**src/rtl/vfdsc_pkg.sv**
```systemverilog
// shared constants and types for the fluorescent panel scan controller
package vfdsc_pkg;

  ////////////////////////////////////////////////////////////////////////////
  // bus and pin geometry
  localparam int          APB_AW      = 18;
  localparam int          APB_DW      = 32;
  localparam int          NPINS       = 53;
  localparam int          LAT_HI_W    = NPINS - 32;
  localparam int          DMEM_BYTES  = 48;
  localparam int          DMEM_BANK   = 16;
  localparam int          PAT_W       = 24;

  ////////////////////////////////////////////////////////////////////////////
  // register indices (byte address is four times the index)
  localparam logic [15:0] IDX_MODE0      = 16'hFFA0;
  localparam logic [15:0] IDX_MODE1      = 16'hFFA1;
  localparam logic [15:0] IDX_LAT_LO     = 16'hFFA4;
  localparam logic [15:0] IDX_LAT_HI     = 16'hFFA5;
  localparam logic [15:0] IDX_DIR_LO     = 16'hFFA6;
  localparam logic [15:0] IDX_DIR_HI     = 16'hFFA7;
  localparam logic [15:0] IDX_PIN_LO     = 16'hFFA8;
  localparam logic [15:0] IDX_PIN_HI     = 16'hFFA9;
  localparam logic [15:0] IDX_DMEM_FIRST = 16'hFA50;
  localparam logic [15:0] IDX_DMEM_LAST  = 16'hFA7F;

  ////////////////////////////////////////////////////////////////////////////
  // field positions and reset values
  localparam int          M0_KSF_BIT  = 7;
  localparam int          M0_NFR_BIT  = 6;
  localparam int          M0_GRID_BIT = 5;
  localparam int          M0_SEG_LSB  = 0;
  localparam int          M0_SEG_W    = 5;
  localparam int          M1_DIG_LSB  = 4;
  localparam int          M1_DIG_W    = 4;
  localparam int          M1_CUT_LSB  = 1;
  localparam int          M1_CUT_W    = 3;
  localparam int          M1_LEN_BIT  = 0;
  localparam logic [7:0]  MODE0_RST   = 8'h00;
  localparam logic [7:0]  MODE1_RST   = 8'h00;
  localparam logic [31:0] LAT_RST     = 32'h0000_0000;
  localparam logic [31:0] DIR_RST     = 32'h0000_0000;
  localparam logic [5:0]  SEG_BASE    = 6'h09;

  ////////////////////////////////////////////////////////////////////////////
  // timing counts in main clock periods
  localparam int          SLOT_SHORT  = 1024;
  localparam int          SLOT_LONG   = 2048;
  localparam int          SLOT_CNT_W  = 11;
  localparam logic [10:0] SLOT_END_S  = 11'(SLOT_SHORT - 1);
  localparam logic [10:0] SLOT_END_L  = 11'(SLOT_LONG - 1);
  localparam logic [2:0]  NF_STABLE_F = 3'h4;
  localparam logic [2:0]  NF_STABLE_S = 3'h2;

  typedef enum logic [1:0] {
    VFDSC_IDLE = 2'b00,
    VFDSC_SCAN = 2'b01,
    VFDSC_KEY  = 2'b11
  } vfdsc_state_t;

endpackage : vfdsc_pkg

```
**src/rtl/vfdsc_pin_filter.sv**
```systemverilog
// pin input synchroniser and noise eliminator
`timescale 1ns/1ps
module vfdsc_pin_filter
  import vfdsc_pkg::*;
(
  input  wire logic             clk,
  input  wire logic             rst_n,
  input  wire logic             range_sel,
  input  wire logic [NPINS-1:0] pins_in,
  output logic      [NPINS-1:0] pins_flt
);

  // a slower clock needs fewer samples for the same filter time
  logic [2:0] stable_need;
  assign stable_need = range_sel ? NF_STABLE_S : NF_STABLE_F;

  genvar g;
  generate
    for (g = 0; g < NPINS; g++) begin : g_bit
      logic       s1_r;
      logic       s2_r;
      logic [2:0] cnt_r;
      logic [2:0] cnt_nxt;
      logic       flt_nxt;
      logic       accept;
      assign accept  = (s2_r != pins_flt[g]) && ((cnt_r + 3'h1) >= stable_need);
      assign cnt_nxt = (s2_r == pins_flt[g] || accept) ? 3'h0 : cnt_r + 3'h1;
      assign flt_nxt = accept ? s2_r : pins_flt[g];
      always_ff @(posedge clk or negedge rst_n) begin
        if (!rst_n) begin
          s1_r        <= 1'b0;
          s2_r        <= 1'b0;
          cnt_r       <= 3'h0;
          pins_flt[g] <= 1'b0;
        end else begin
          s1_r        <= pins_in[g];
          s2_r        <= s1_r;
          cnt_r       <= cnt_nxt;
          pins_flt[g] <= flt_nxt;
        end
      end
    end
  endgenerate

endmodule : vfdsc_pin_filter

```
**src/rtl/vfdsc_top.sv**
```systemverilog
// fluorescent panel scan controller with apb register access
// Operation
// - fetch patterns and strobe digits automatically
// - unused panel pins stay general port pins
// - eight brightness steps via cut width
// - interrupt marks the key-scan slot
// - key-scan slot drives port latches on segments
// - read-only status bit shows key-scan slot
// - basic segment count is field plus nine
// - extended field selects up to forty outputs
// - digits take pins first, segments trimmed
// - mode bit selects free-grid display mode
// - noise filter keeps working during display
// - slot is 1024 or 2048 clocks
// - cut field blanks part of digit pulse
// - digit field zero disables, else plus one
// - disabled scan lets port latches drive pins
// - cycle is digits plus one key slot
// - patterns read from dedicated display memory
// - all digits low during key-scan slot
//
// The implementer's own choice: register access over APB.
`timescale 1ns/1ps
module vfdsc_top
  import vfdsc_pkg::*;
(
  input  wire logic                    SYS_CLK,
  input  wire logic                    RESET_N,
  input  wire logic                    PSEL,
  input  wire logic                    PENABLE,
  input  wire logic                    PWRITE,
  input  wire logic [vfdsc_pkg::APB_AW-1:0] PADDR,
  input  wire logic [vfdsc_pkg::APB_DW-1:0] PWDATA,
  input  wire logic [3:0]              PSTRB,
  output logic      [vfdsc_pkg::APB_DW-1:0] PRDATA,
  output logic                         PREADY,
  output logic                         PSLVERR,
  input  wire logic [vfdsc_pkg::NPINS-1:0] PANEL_IN,
  output logic      [vfdsc_pkg::NPINS-1:0] PANEL_OUT,
  output logic      [vfdsc_pkg::NPINS-1:0] PANEL_OE,
  output logic                         KEYSCAN_IRQ
);
  import vfdsc_pkg::*;

  ////////////////////////////////////////////////////////////////////////////
  // helpers
  function automatic logic [31:0] apply_strb(input logic [31:0] old_v,
                                             input logic [31:0] new_v,
                                             input logic [3:0]  strb);
    logic [31:0] res;
    res = old_v;
    for (int b = 0; b < 4; b++) begin
      if (strb[b]) begin
        res[b*8 +: 8] = new_v[b*8 +: 8];
      end
    end
    return res;
  endfunction : apply_strb

  // blanked sixteenths: 1, 2, 4 .. 14
  function automatic logic [4:0] cut_sixteenths(input logic [2:0] code);
    return (code == 3'h0) ? 5'h01 : {1'b0, code, 1'b0};
  endfunction : cut_sixteenths

  ////////////////////////////////////////////////////////////////////////////
  // state
  logic [6:0]          mode0_r;
  logic [7:0]          mode1_r;
  logic [31:0]         lat_lo_r;
  logic [LAT_HI_W-1:0] lat_hi_r;
  logic [31:0]         dir_lo_r;
  logic [LAT_HI_W-1:0] dir_hi_r;
  logic [7:0]          dmem_r [0:DMEM_BYTES-1];
  vfdsc_state_t        state_r;
  vfdsc_state_t        state_nxt;
  logic [10:0]         cnt_r;
  logic [10:0]         cnt_nxt;
  logic [3:0]          slot_r;
  logic [3:0]          slot_nxt;
  logic [PAT_W-1:0]    pat_r;
  logic [PAT_W-1:0]    pat_nxt;
  logic                pready_r;
  logic                irq_nxt;
  logic [NPINS-1:0]    pin_out_nxt;
  logic [NPINS-1:0]    pin_oe_nxt;
  logic [NPINS-1:0]    pins_flt;

  ////////////////////////////////////////////////////////////////////////////
  // mode field decode
  wire logic [4:0] seg_field = mode0_r[M0_SEG_LSB +: M0_SEG_W];
  wire logic       grid_mode = mode0_r[M0_GRID_BIT];
  wire logic       nf_range  = mode0_r[M0_NFR_BIT];
  wire logic [3:0] dig_field = mode1_r[M1_DIG_LSB +: M1_DIG_W];
  wire logic [2:0] cut_field = mode1_r[M1_CUT_LSB +: M1_CUT_W];
  wire logic       long_slot = mode1_r[M1_LEN_BIT];
  wire logic       scan_en   = (dig_field != 4'h0);
  wire logic [3:0] last_dig  = dig_field;
  wire logic [5:0] nseg      = {1'b0, seg_field} + SEG_BASE;
  wire logic [5:0] grid_base = (grid_mode || !scan_en) ? 6'h00 : {2'b00, dig_field} + 6'h01;
  wire logic [5:0] pins_left = 6'(NPINS) - grid_base;
  wire logic [5:0] nseg_eff  = !scan_en ? 6'h00 : ((nseg > pins_left) ? pins_left : nseg);
  wire logic [5:0] seg_end   = grid_base + nseg_eff;

  ////////////////////////////////////////////////////////////////////////////
  // slot timing
  // slot length
  wire logic [10:0] slot_end = long_slot ? SLOT_END_L : SLOT_END_S;
  wire logic        slot_done = (cnt_r >= slot_end);
  wire logic [3:0]  pos16    = long_slot ? cnt_r[10:7] : cnt_r[9:6];
  // pulse cut blanks the slot head
  wire logic        pulse_on = ({1'b0, pos16} >= cut_sixteenths(cut_field));
  wire logic        key_slot = (state_r == VFDSC_KEY);

  always_comb begin
    state_nxt = state_r;
    slot_nxt  = slot_r;
    cnt_nxt   = slot_done ? 11'h000 : cnt_r + 11'h001;
    irq_nxt   = 1'b0;
    case (state_r)
      VFDSC_IDLE: begin
        cnt_nxt = 11'h000;
        if (scan_en) begin
          state_nxt = VFDSC_SCAN;
          slot_nxt  = 4'h0;
        end
      end
      VFDSC_SCAN: begin
        if (slot_done && slot_r >= last_dig) begin
          state_nxt = VFDSC_KEY;
          irq_nxt   = 1'b1;
        end else if (slot_done) begin
          slot_nxt = slot_r + 4'h1;
        end
      end
      VFDSC_KEY: begin
        if (slot_done) begin
          state_nxt = VFDSC_SCAN;
          slot_nxt  = 4'h0;
        end
      end
      default: begin
        state_nxt = VFDSC_IDLE;
        slot_nxt  = 4'h0;
      end
    endcase
    if (!scan_en) begin
      state_nxt = VFDSC_IDLE;
      slot_nxt  = 4'h0;
      irq_nxt   = 1'b0;
    end
  end

  ////////////////////////////////////////////////////////////////////////////
  // display memory fetch
  // pattern latched as each slot opens
  wire logic       slot_load = (state_nxt == VFDSC_SCAN) &&
                               (state_r != VFDSC_SCAN || slot_nxt != slot_r);
  assign pat_nxt = slot_load ? {dmem_r[2*DMEM_BANK + int'(slot_nxt)],
                                dmem_r[DMEM_BANK + int'(slot_nxt)],
                                dmem_r[int'(slot_nxt)]} : pat_r;

  ////////////////////////////////////////////////////////////////////////////
  // panel pin assignment
  wire logic [NPINS-1:0] lat_all = {lat_hi_r, lat_lo_r};
  wire logic [NPINS-1:0] dir_all = {dir_hi_r, dir_lo_r};

  genvar p;
  generate
    for (p = 0; p < NPINS; p++) begin : g_pin
      wire logic [5:0] pidx   = 6'(p);
      wire logic       is_dig = (pidx < grid_base);
      wire logic       is_seg = (pidx >= grid_base) && (pidx < seg_end);
      wire logic [5:0] sidx   = pidx - grid_base;
      wire logic       pbit   = (sidx < 6'(PAT_W)) ? pat_r[sidx[4:0]] : 1'b0;
      // one strobe per slot; digits low in key slot
      wire logic       dig_v  = (state_r == VFDSC_SCAN) && (slot_r == pidx[3:0]) && pulse_on;
      wire logic       seg_v  = key_slot ? lat_all[p] : (pbit && pulse_on);
      assign pin_out_nxt[p] = is_dig ? dig_v : (is_seg ? seg_v : lat_all[p]);
      assign pin_oe_nxt[p]  = (is_dig || is_seg) ? 1'b1 : dir_all[p];
    end
  endgenerate

  // filter runs regardless of scan state
  vfdsc_pin_filter u_filter (
    .clk      (SYS_CLK),
    .rst_n    (RESET_N),
    .range_sel(nf_range),
    .pins_in  (PANEL_IN),
    .pins_flt (pins_flt)
  );

  ////////////////////////////////////////////////////////////////////////////
  // apb decode
  wire logic [15:0] idx      = PADDR[APB_AW-1:2];
  wire logic        aligned  = (PADDR[1:0] == 2'b00);
  wire logic        sel_m0   = aligned && (idx == IDX_MODE0);
  wire logic        sel_m1   = aligned && (idx == IDX_MODE1);
  wire logic        sel_lalo = aligned && (idx == IDX_LAT_LO);
  wire logic        sel_lahi = aligned && (idx == IDX_LAT_HI);
  wire logic        sel_dilo = aligned && (idx == IDX_DIR_LO);
  wire logic        sel_dihi = aligned && (idx == IDX_DIR_HI);
  wire logic        sel_pilo = aligned && (idx == IDX_PIN_LO);
  wire logic        sel_pihi = aligned && (idx == IDX_PIN_HI);
  wire logic        sel_dmem = aligned && (idx >= IDX_DMEM_FIRST) && (idx <= IDX_DMEM_LAST);
  wire logic        mapped   = sel_m0 || sel_m1 || sel_lalo || sel_lahi || sel_dilo ||
                               sel_dihi || sel_pilo || sel_pihi || sel_dmem;
  wire logic [15:0] dm_off16 = idx - IDX_DMEM_FIRST;
  wire logic [5:0]  dm_off   = dm_off16[5:0];
  wire logic        setup    = PSEL && !PENABLE;
  // write lands on the access edge where pready is seen high
  wire logic        wr_go    = PSEL && PENABLE && pready_r && PWRITE && mapped;

  wire logic [7:0]  mode0_rd = {key_slot, mode0_r};
  wire logic [31:0] rd_val   =
    sel_m0   ? {24'h000000, mode0_rd} :
    sel_m1   ? {24'h000000, mode1_r} :
    sel_lalo ? lat_lo_r :
    sel_lahi ? {{(32-LAT_HI_W){1'b0}}, lat_hi_r} :
    sel_dilo ? dir_lo_r :
    sel_dihi ? {{(32-LAT_HI_W){1'b0}}, dir_hi_r} :
    sel_pilo ? pins_flt[31:0] :
    sel_pihi ? {{(32-LAT_HI_W){1'b0}}, pins_flt[NPINS-1:32]} :
    sel_dmem ? {24'h000000, dmem_r[dm_off]} : 32'h0000_0000;

  wire logic [31:0] m0_w   = apply_strb({25'h0000000, mode0_r}, PWDATA, PSTRB);
  wire logic [31:0] m1_w   = apply_strb({24'h000000, mode1_r}, PWDATA, PSTRB);
  wire logic [31:0] lalo_w = apply_strb(lat_lo_r, PWDATA, PSTRB);
  wire logic [31:0] lahi_w = apply_strb({{(32-LAT_HI_W){1'b0}}, lat_hi_r}, PWDATA, PSTRB);
  wire logic [31:0] dilo_w = apply_strb(dir_lo_r, PWDATA, PSTRB);
  wire logic [31:0] dihi_w = apply_strb({{(32-LAT_HI_W){1'b0}}, dir_hi_r}, PWDATA, PSTRB);

  ////////////////////////////////////////////////////////////////////////////
  // apb registers
  // zero-wait slave: data and error are prepared in the setup cycle
  always_ff @(posedge SYS_CLK or negedge RESET_N) begin
    if (!RESET_N) begin
      pready_r <= 1'b0;
      PRDATA   <= 32'h0000_0000;
      PSLVERR  <= 1'b0;
    end else begin
      pready_r <= setup;
      PRDATA   <= (setup && !PWRITE) ? rd_val : 32'h0000_0000;
      PSLVERR  <= setup && !mapped;
    end
  end
  assign PREADY = pready_r;

  always_ff @(posedge SYS_CLK or negedge RESET_N) begin
    if (!RESET_N) begin
      mode0_r  <= MODE0_RST[6:0];
      mode1_r  <= MODE1_RST;
      lat_lo_r <= LAT_RST;
      lat_hi_r <= LAT_RST[LAT_HI_W-1:0];
      dir_lo_r <= DIR_RST;
      dir_hi_r <= DIR_RST[LAT_HI_W-1:0];
    end else if (wr_go) begin
      if (sel_m0)   mode0_r  <= m0_w[6:0];
      if (sel_m1)   mode1_r  <= m1_w[7:0];
      if (sel_lalo) lat_lo_r <= lalo_w;
      if (sel_lahi) lat_hi_r <= lahi_w[LAT_HI_W-1:0];
      if (sel_dilo) dir_lo_r <= dilo_w;
      if (sel_dihi) dir_hi_r <= dihi_w[LAT_HI_W-1:0];
    end
  end

  // unused memory bytes act as plain ram; contents undefined after power-up
  always_ff @(posedge SYS_CLK) begin
    if (wr_go && sel_dmem && PSTRB[0]) begin
      dmem_r[dm_off] <= PWDATA[7:0];
    end
  end

  ////////////////////////////////////////////////////////////////////////////
  // scan sequencer and pin registers
  always_ff @(posedge SYS_CLK or negedge RESET_N) begin
    if (!RESET_N) begin
      state_r     <= VFDSC_IDLE;
      cnt_r       <= 11'h000;
      slot_r      <= 4'h0;
      pat_r       <= 24'h000000;
      KEYSCAN_IRQ <= 1'b0;
      PANEL_OUT   <= '0;
      PANEL_OE    <= '0;
    end else begin
      state_r     <= state_nxt;
      cnt_r       <= cnt_nxt;
      slot_r      <= slot_nxt;
      pat_r       <= pat_nxt;
      KEYSCAN_IRQ <= irq_nxt;
      PANEL_OUT   <= pin_out_nxt;
      PANEL_OE    <= pin_oe_nxt;
    end
  end

endmodule : vfdsc_top

```
**config.mk**
```make
export PLATFORM = sky130hd
export DESIGN_NAME = vfdsc_top
export DESIGN_NICKNAME = d
export VERILOG_FILES = /design/src/rtl/vfdsc_pkg.sv /design/src/rtl/vfdsc_pin_filter.sv /design/src/rtl/vfdsc_top.sv
export SDC_FILE = /design/constraint.sdc
export NUM_CORES = 2
export LEC_CHECK = 0
export BUFFER_PORTS_ARGS = -buffer_cell sky130_fd_sc_hd__buf_2
export CAP_MARGIN = 20
export CORE_AREA = 8 8 322 324
export CTS_CLUSTER_DIAMETER = 150
export DETAILED_ROUTE_END_ITERATION = 16
export DIE_AREA = 0 0 330 332
export HOLD_SLACK_MARGIN = 0.08
export PLACE_DENSITY = 0.67
export SLEW_MARGIN = 20
export SYNTH_ARGS = -nofsm -noshare
export SYNTH_HDL_FRONTEND = slang
export SYNTH_SLANG_ARGS = --single-unit
```
**constraint.sdc**
```tcl
create_clock -name SYS_CLK -period 15 [get_ports SYS_CLK]
set_input_delay 3 -clock SYS_CLK [delete_from_list [all_inputs] [get_ports SYS_CLK]]
set_output_delay 3 -clock SYS_CLK [all_outputs]
set_load 0.005 [all_outputs]
```
==> flow_summary.yaml <==
sta:
  post-route-period-util_pct: 61.0
  fmax_ghz: 0.109
  maxSlewViolCount: 0
  setup_tns_ns: 0
  hold_viol_final: 0
  hold_slack_ns: 0.341
  tightest_slew_ns: 1.17
  final.setup.worst_slack_ns: 5.85
  finalCriticalPeriod_ns: 9.15
  skew_ns: 0.0349
  finalSetupViolCount: 0
  relSlewSlack_pct: 22.1
  rsz0062_at_grt: "false"
floorplanning:
  die_x_um: 330
  rows: 116
  ios: 253
  core_sq_um: 99000
  die_area_sq_um: 110000
  chipHeight_um: 332
  start_util_pct: 49.4
clock_tree:
  cts_tree: "built"
  cts_resized: 0
  numCtsBuffers: 106
  post_cts_buffers: 0
  htreeDepth: 3
  clkSinkCount: 1005
  clk_transition_reported_paths_ns: 0.06
  cts_hold_buf: 0
  root_buffer: "clkbuf_16"
  clk_latency_ns: 0.70
  cts_max_path_buffers: 3
finish:
  final_cell_mix: "dfrtp_1 (620), edfxtp_1 (384), nand2_1 (327)"
  area_growth_pct: 12.6
  final_common_cell: "dfrtp_1"
  finalNetCount: 4471
  nFillCells: 8144
  multi_input_area_sq_um: 20800
  post_layout_nonfiller_instances: 5524
  register_area_sq_um: 27100
  drive_gt1_share_pct: 21.4
status:
  outcome: "complete, no violations"
critical_path:
  worstPathArrival_ns: 9.70
  crit_chain: "clkinv_1 -> ha_1 -> nor2b_1 -> o21ai_0 -> nand2_1 -> clkinv_1 -> ha_1 -> xnor2_1 -> ha_1 -> a21o_1 -> a21o_1 -> a211oi_1 -> nor2_1 -> o21ai_0 -> inv_1 -> ha_1 -> a21o_1 -> a21oi_1 -> nor2_1 -> a211oi_1 -> xor2_4 -> buf_4 -> nand2_1 -> o41ai_1"
  reg2reg_slack_ns: 5.85
  setup.worst_path.class: "flip-flop to flip-flop"
  ff2ff_path_depth: 24
  cp_slowest_cell: "dfrtp_1"
  cp_common_cell: "ha_1"
  critPathCaptureType: "flip-flop"
  critPathMaxFanout: 52
  cp_slowest_stage_delay_ns: 0.76
  timing.rr.start: "mode1_r[4]"
  r2r_end: "PANEL_OUT[31]"
  cp.required_ns: 15.55
  worst_setup_path_start_kind: "flip-flop"
grt:
  antenna_found_initial: 5
  grt_start_max_net_pins: 90
  grt_pass1_wl_um: 225000
  grt-ovfl-total: 0
  grtUsageTotal_pct: 27.1
  grt_pass1_vias: 34000
hold_path:
  worstHoldStart: "u_filter.g_bit[20].s1_r"
  hp-class: "flip-flop to flip-flop"
  holdPathStages: 0
  hold_end: "u_filter.g_bit[20].s2_r"
detailed_routing:
  viasPerCell: 6.31
  vias: 34800
  firstDrtPassIters: 6
  dr.first_iter.drc_count: 4138
  wirelength_um: 151000
  top_layer_used: "met5"
  wl_per_cell_um: 27.4
  wl_met2_um: 68200
  wl_met1_um: 59400
  drc: 0
  ant_nets: 0
  route.met3.wl_um: 16200
yosys:
  ys_ff_latch: 1005
  synth_area_per_cell_sq_um: 12.5
  yosysSeqAreaShare_pct: 55.3
  yosysWarnings: 0
  synth-edff-count: 384
  syn_area_sq_um: 48900
  synthArstFlopShare_pct: 61.8
  synthCells: 3914
  synth_ff_type: "dfrtp_1"
  ys_types: 87
  synth_fp_nets: 4248
job:
  cap_violations: 0
place:
  dpl.cell_count: 5325
  place_congestion: 0.991
  pre_cts_ws_ns: 6.10
  numPortBuffers: 252
  hpwl_um: 102000
power_and_ir_drop:
  p_per_area_nw_per_um2: 123
  vdd_ir_drop_max_uv: 93.5
  leakage_nw: 24.4
  p_total_mw: 6.78
[state kept, by name, indices dropped and copies added, names as in the netlist]
signal / flops
cnt_r: 11
lat_lo_r: 32
KEYSCAN_IRQ: 1
u_filter.g_bit.s2_r: 53
mode0_r: 7
mode1_r: 8
PANEL_OUT: 53
dir_hi_r: 21
u_filter.g_bit.cnt_r: 159
lat_hi_r: 21
dir_lo_r: 32
u_filter.g_bit.s1_r: 53
PRDATA: 32
slot_r: 4
pat_r: 24
state_r: 2
u_filter.pins_flt: 53
PREADY: 1
PSLVERR: 1
dmem_r: 384
PANEL_OE: 53
[stage by stage]
step	area (sq um)	utilization (%)
floorplan	48900	-
global placement	51600	52.1
detailed placement	51600	52.1
CTS	55100	55.6
global route	55100	55.6
finish	55100	55.6
[report_power, final]
group | switching [mW] | total, mW | internal [mW]
Clock | 1.11 | 2.62 | 1.52
Combinational | 0.496 | 0.882 | 0.386
Sequential | 0.181 | 3.28 | 3.09
[cell type report]
cell class	instances	share of cell area [%]
Timing Repair Buffer	312	3.15
Antenna cell	2	0.00909
Inverter	100	0.686
Multi-Input combinational cell	2612	37.8
Sequential cell	1005	49.2
Clock buffer	144	5.27
Tap cell	1298	2.95
Clock inverter	51	1.01
[synth_stat cells, types with 7 or more instances]
master	count	area [sq um]
nand4_1	19	119
dfrtp_1	621	15500
xnor2_1	30	263
nand2_1	328	1230
buf_2	45	225
a21o_1	27	203
or4_1	12	90.1
a211oi_1	20	150
nand3b_1	13	97.6
ha_1	221	2770
xor2_1	116	1020
mux4_2	136	3060
or3_1	9	56.3
nor2_1	318	1190
o21bai_1	7	52.6
clkbuf_1	135	507
mux2_1	14	158
mux2i_1	38	380
a22oi_1	73	548
a21oi_1	191	956
a22o_1	12	105
o221ai_1	54	473
a32oi_1	10	87.6
and3_1	120	751
nor2b_1	72	450
o41ai_1	10	87.6
a221oi_1	94	823
nand3_1	49	245
and2_1	8	50.1
o31ai_1	11	82.6
nor3_1	24	120
nor3b_1	8	60.1
edfxtp_1	384	11500
buf_1	15	56.3
nor4_1	7	43.8
o21ai_0	149	746
a222oi_1	14	140
o211ai_1	13	97.6
mux2_2	243	2740
inv_1	93	349
nand2b_1	21	131
a31oi_1	24	150
o22ai_1	8	50.1
[cells by family (layout without fill, tap and decap cells)]
group | Yosys count | after routing | synth area share [%]
and+or+nand+nor | 1041 | 1041 | 10.2
DFF | 1005 | 1005 | 55.3
AOI/OAI and AO/OA | 772 | 772 | 10.8
muxes | 431 | 431 | 13.0
buffers and inverters | 297 | 607 | 2.42
adders and majority gates | 222 | 222 | 5.69
xor gates and xnor gates | 146 | 146 | 2.61
other | 0 | 2 | 0
[worst max-delay path: cells and delay by family, from the launching register on]
family          cells  cell delay, ns
flops               1            0.76
xor+xnor            2            0.55
fa+ha+maj           4            1.30
buf+inv             4            1.45
compound gates      9            3.27
simple gates        5            1.65
[worst max path at each step]
stage	from	to	slack, ns	cells past startpoint
floorplan	mode1_r[4]	PANEL_OUT[51]	8.39	27
global placement	mode1_r[4]	PANEL_OUT[34]	6.21	25
detailed placement	mode1_r[4]	PANEL_OUT[34]	6.10	25
CTS	mode1_r[4]	PANEL_OUT[31]	6.08	24
global route	mode1_r[4]	PANEL_OUT[31]	5.17	25
finish	mode1_r[4]	PANEL_OUT[31]	5.85	24
[layer usage]
layer  global-route usage [%]  vias up
li1                         -    15100
met1                     37.2    17400
met2                     41.4     1968
met3                     5.93      365
met4                     12.1        2
met5                        0        -
Note: power is estimated with default switching activity, not from simulation.
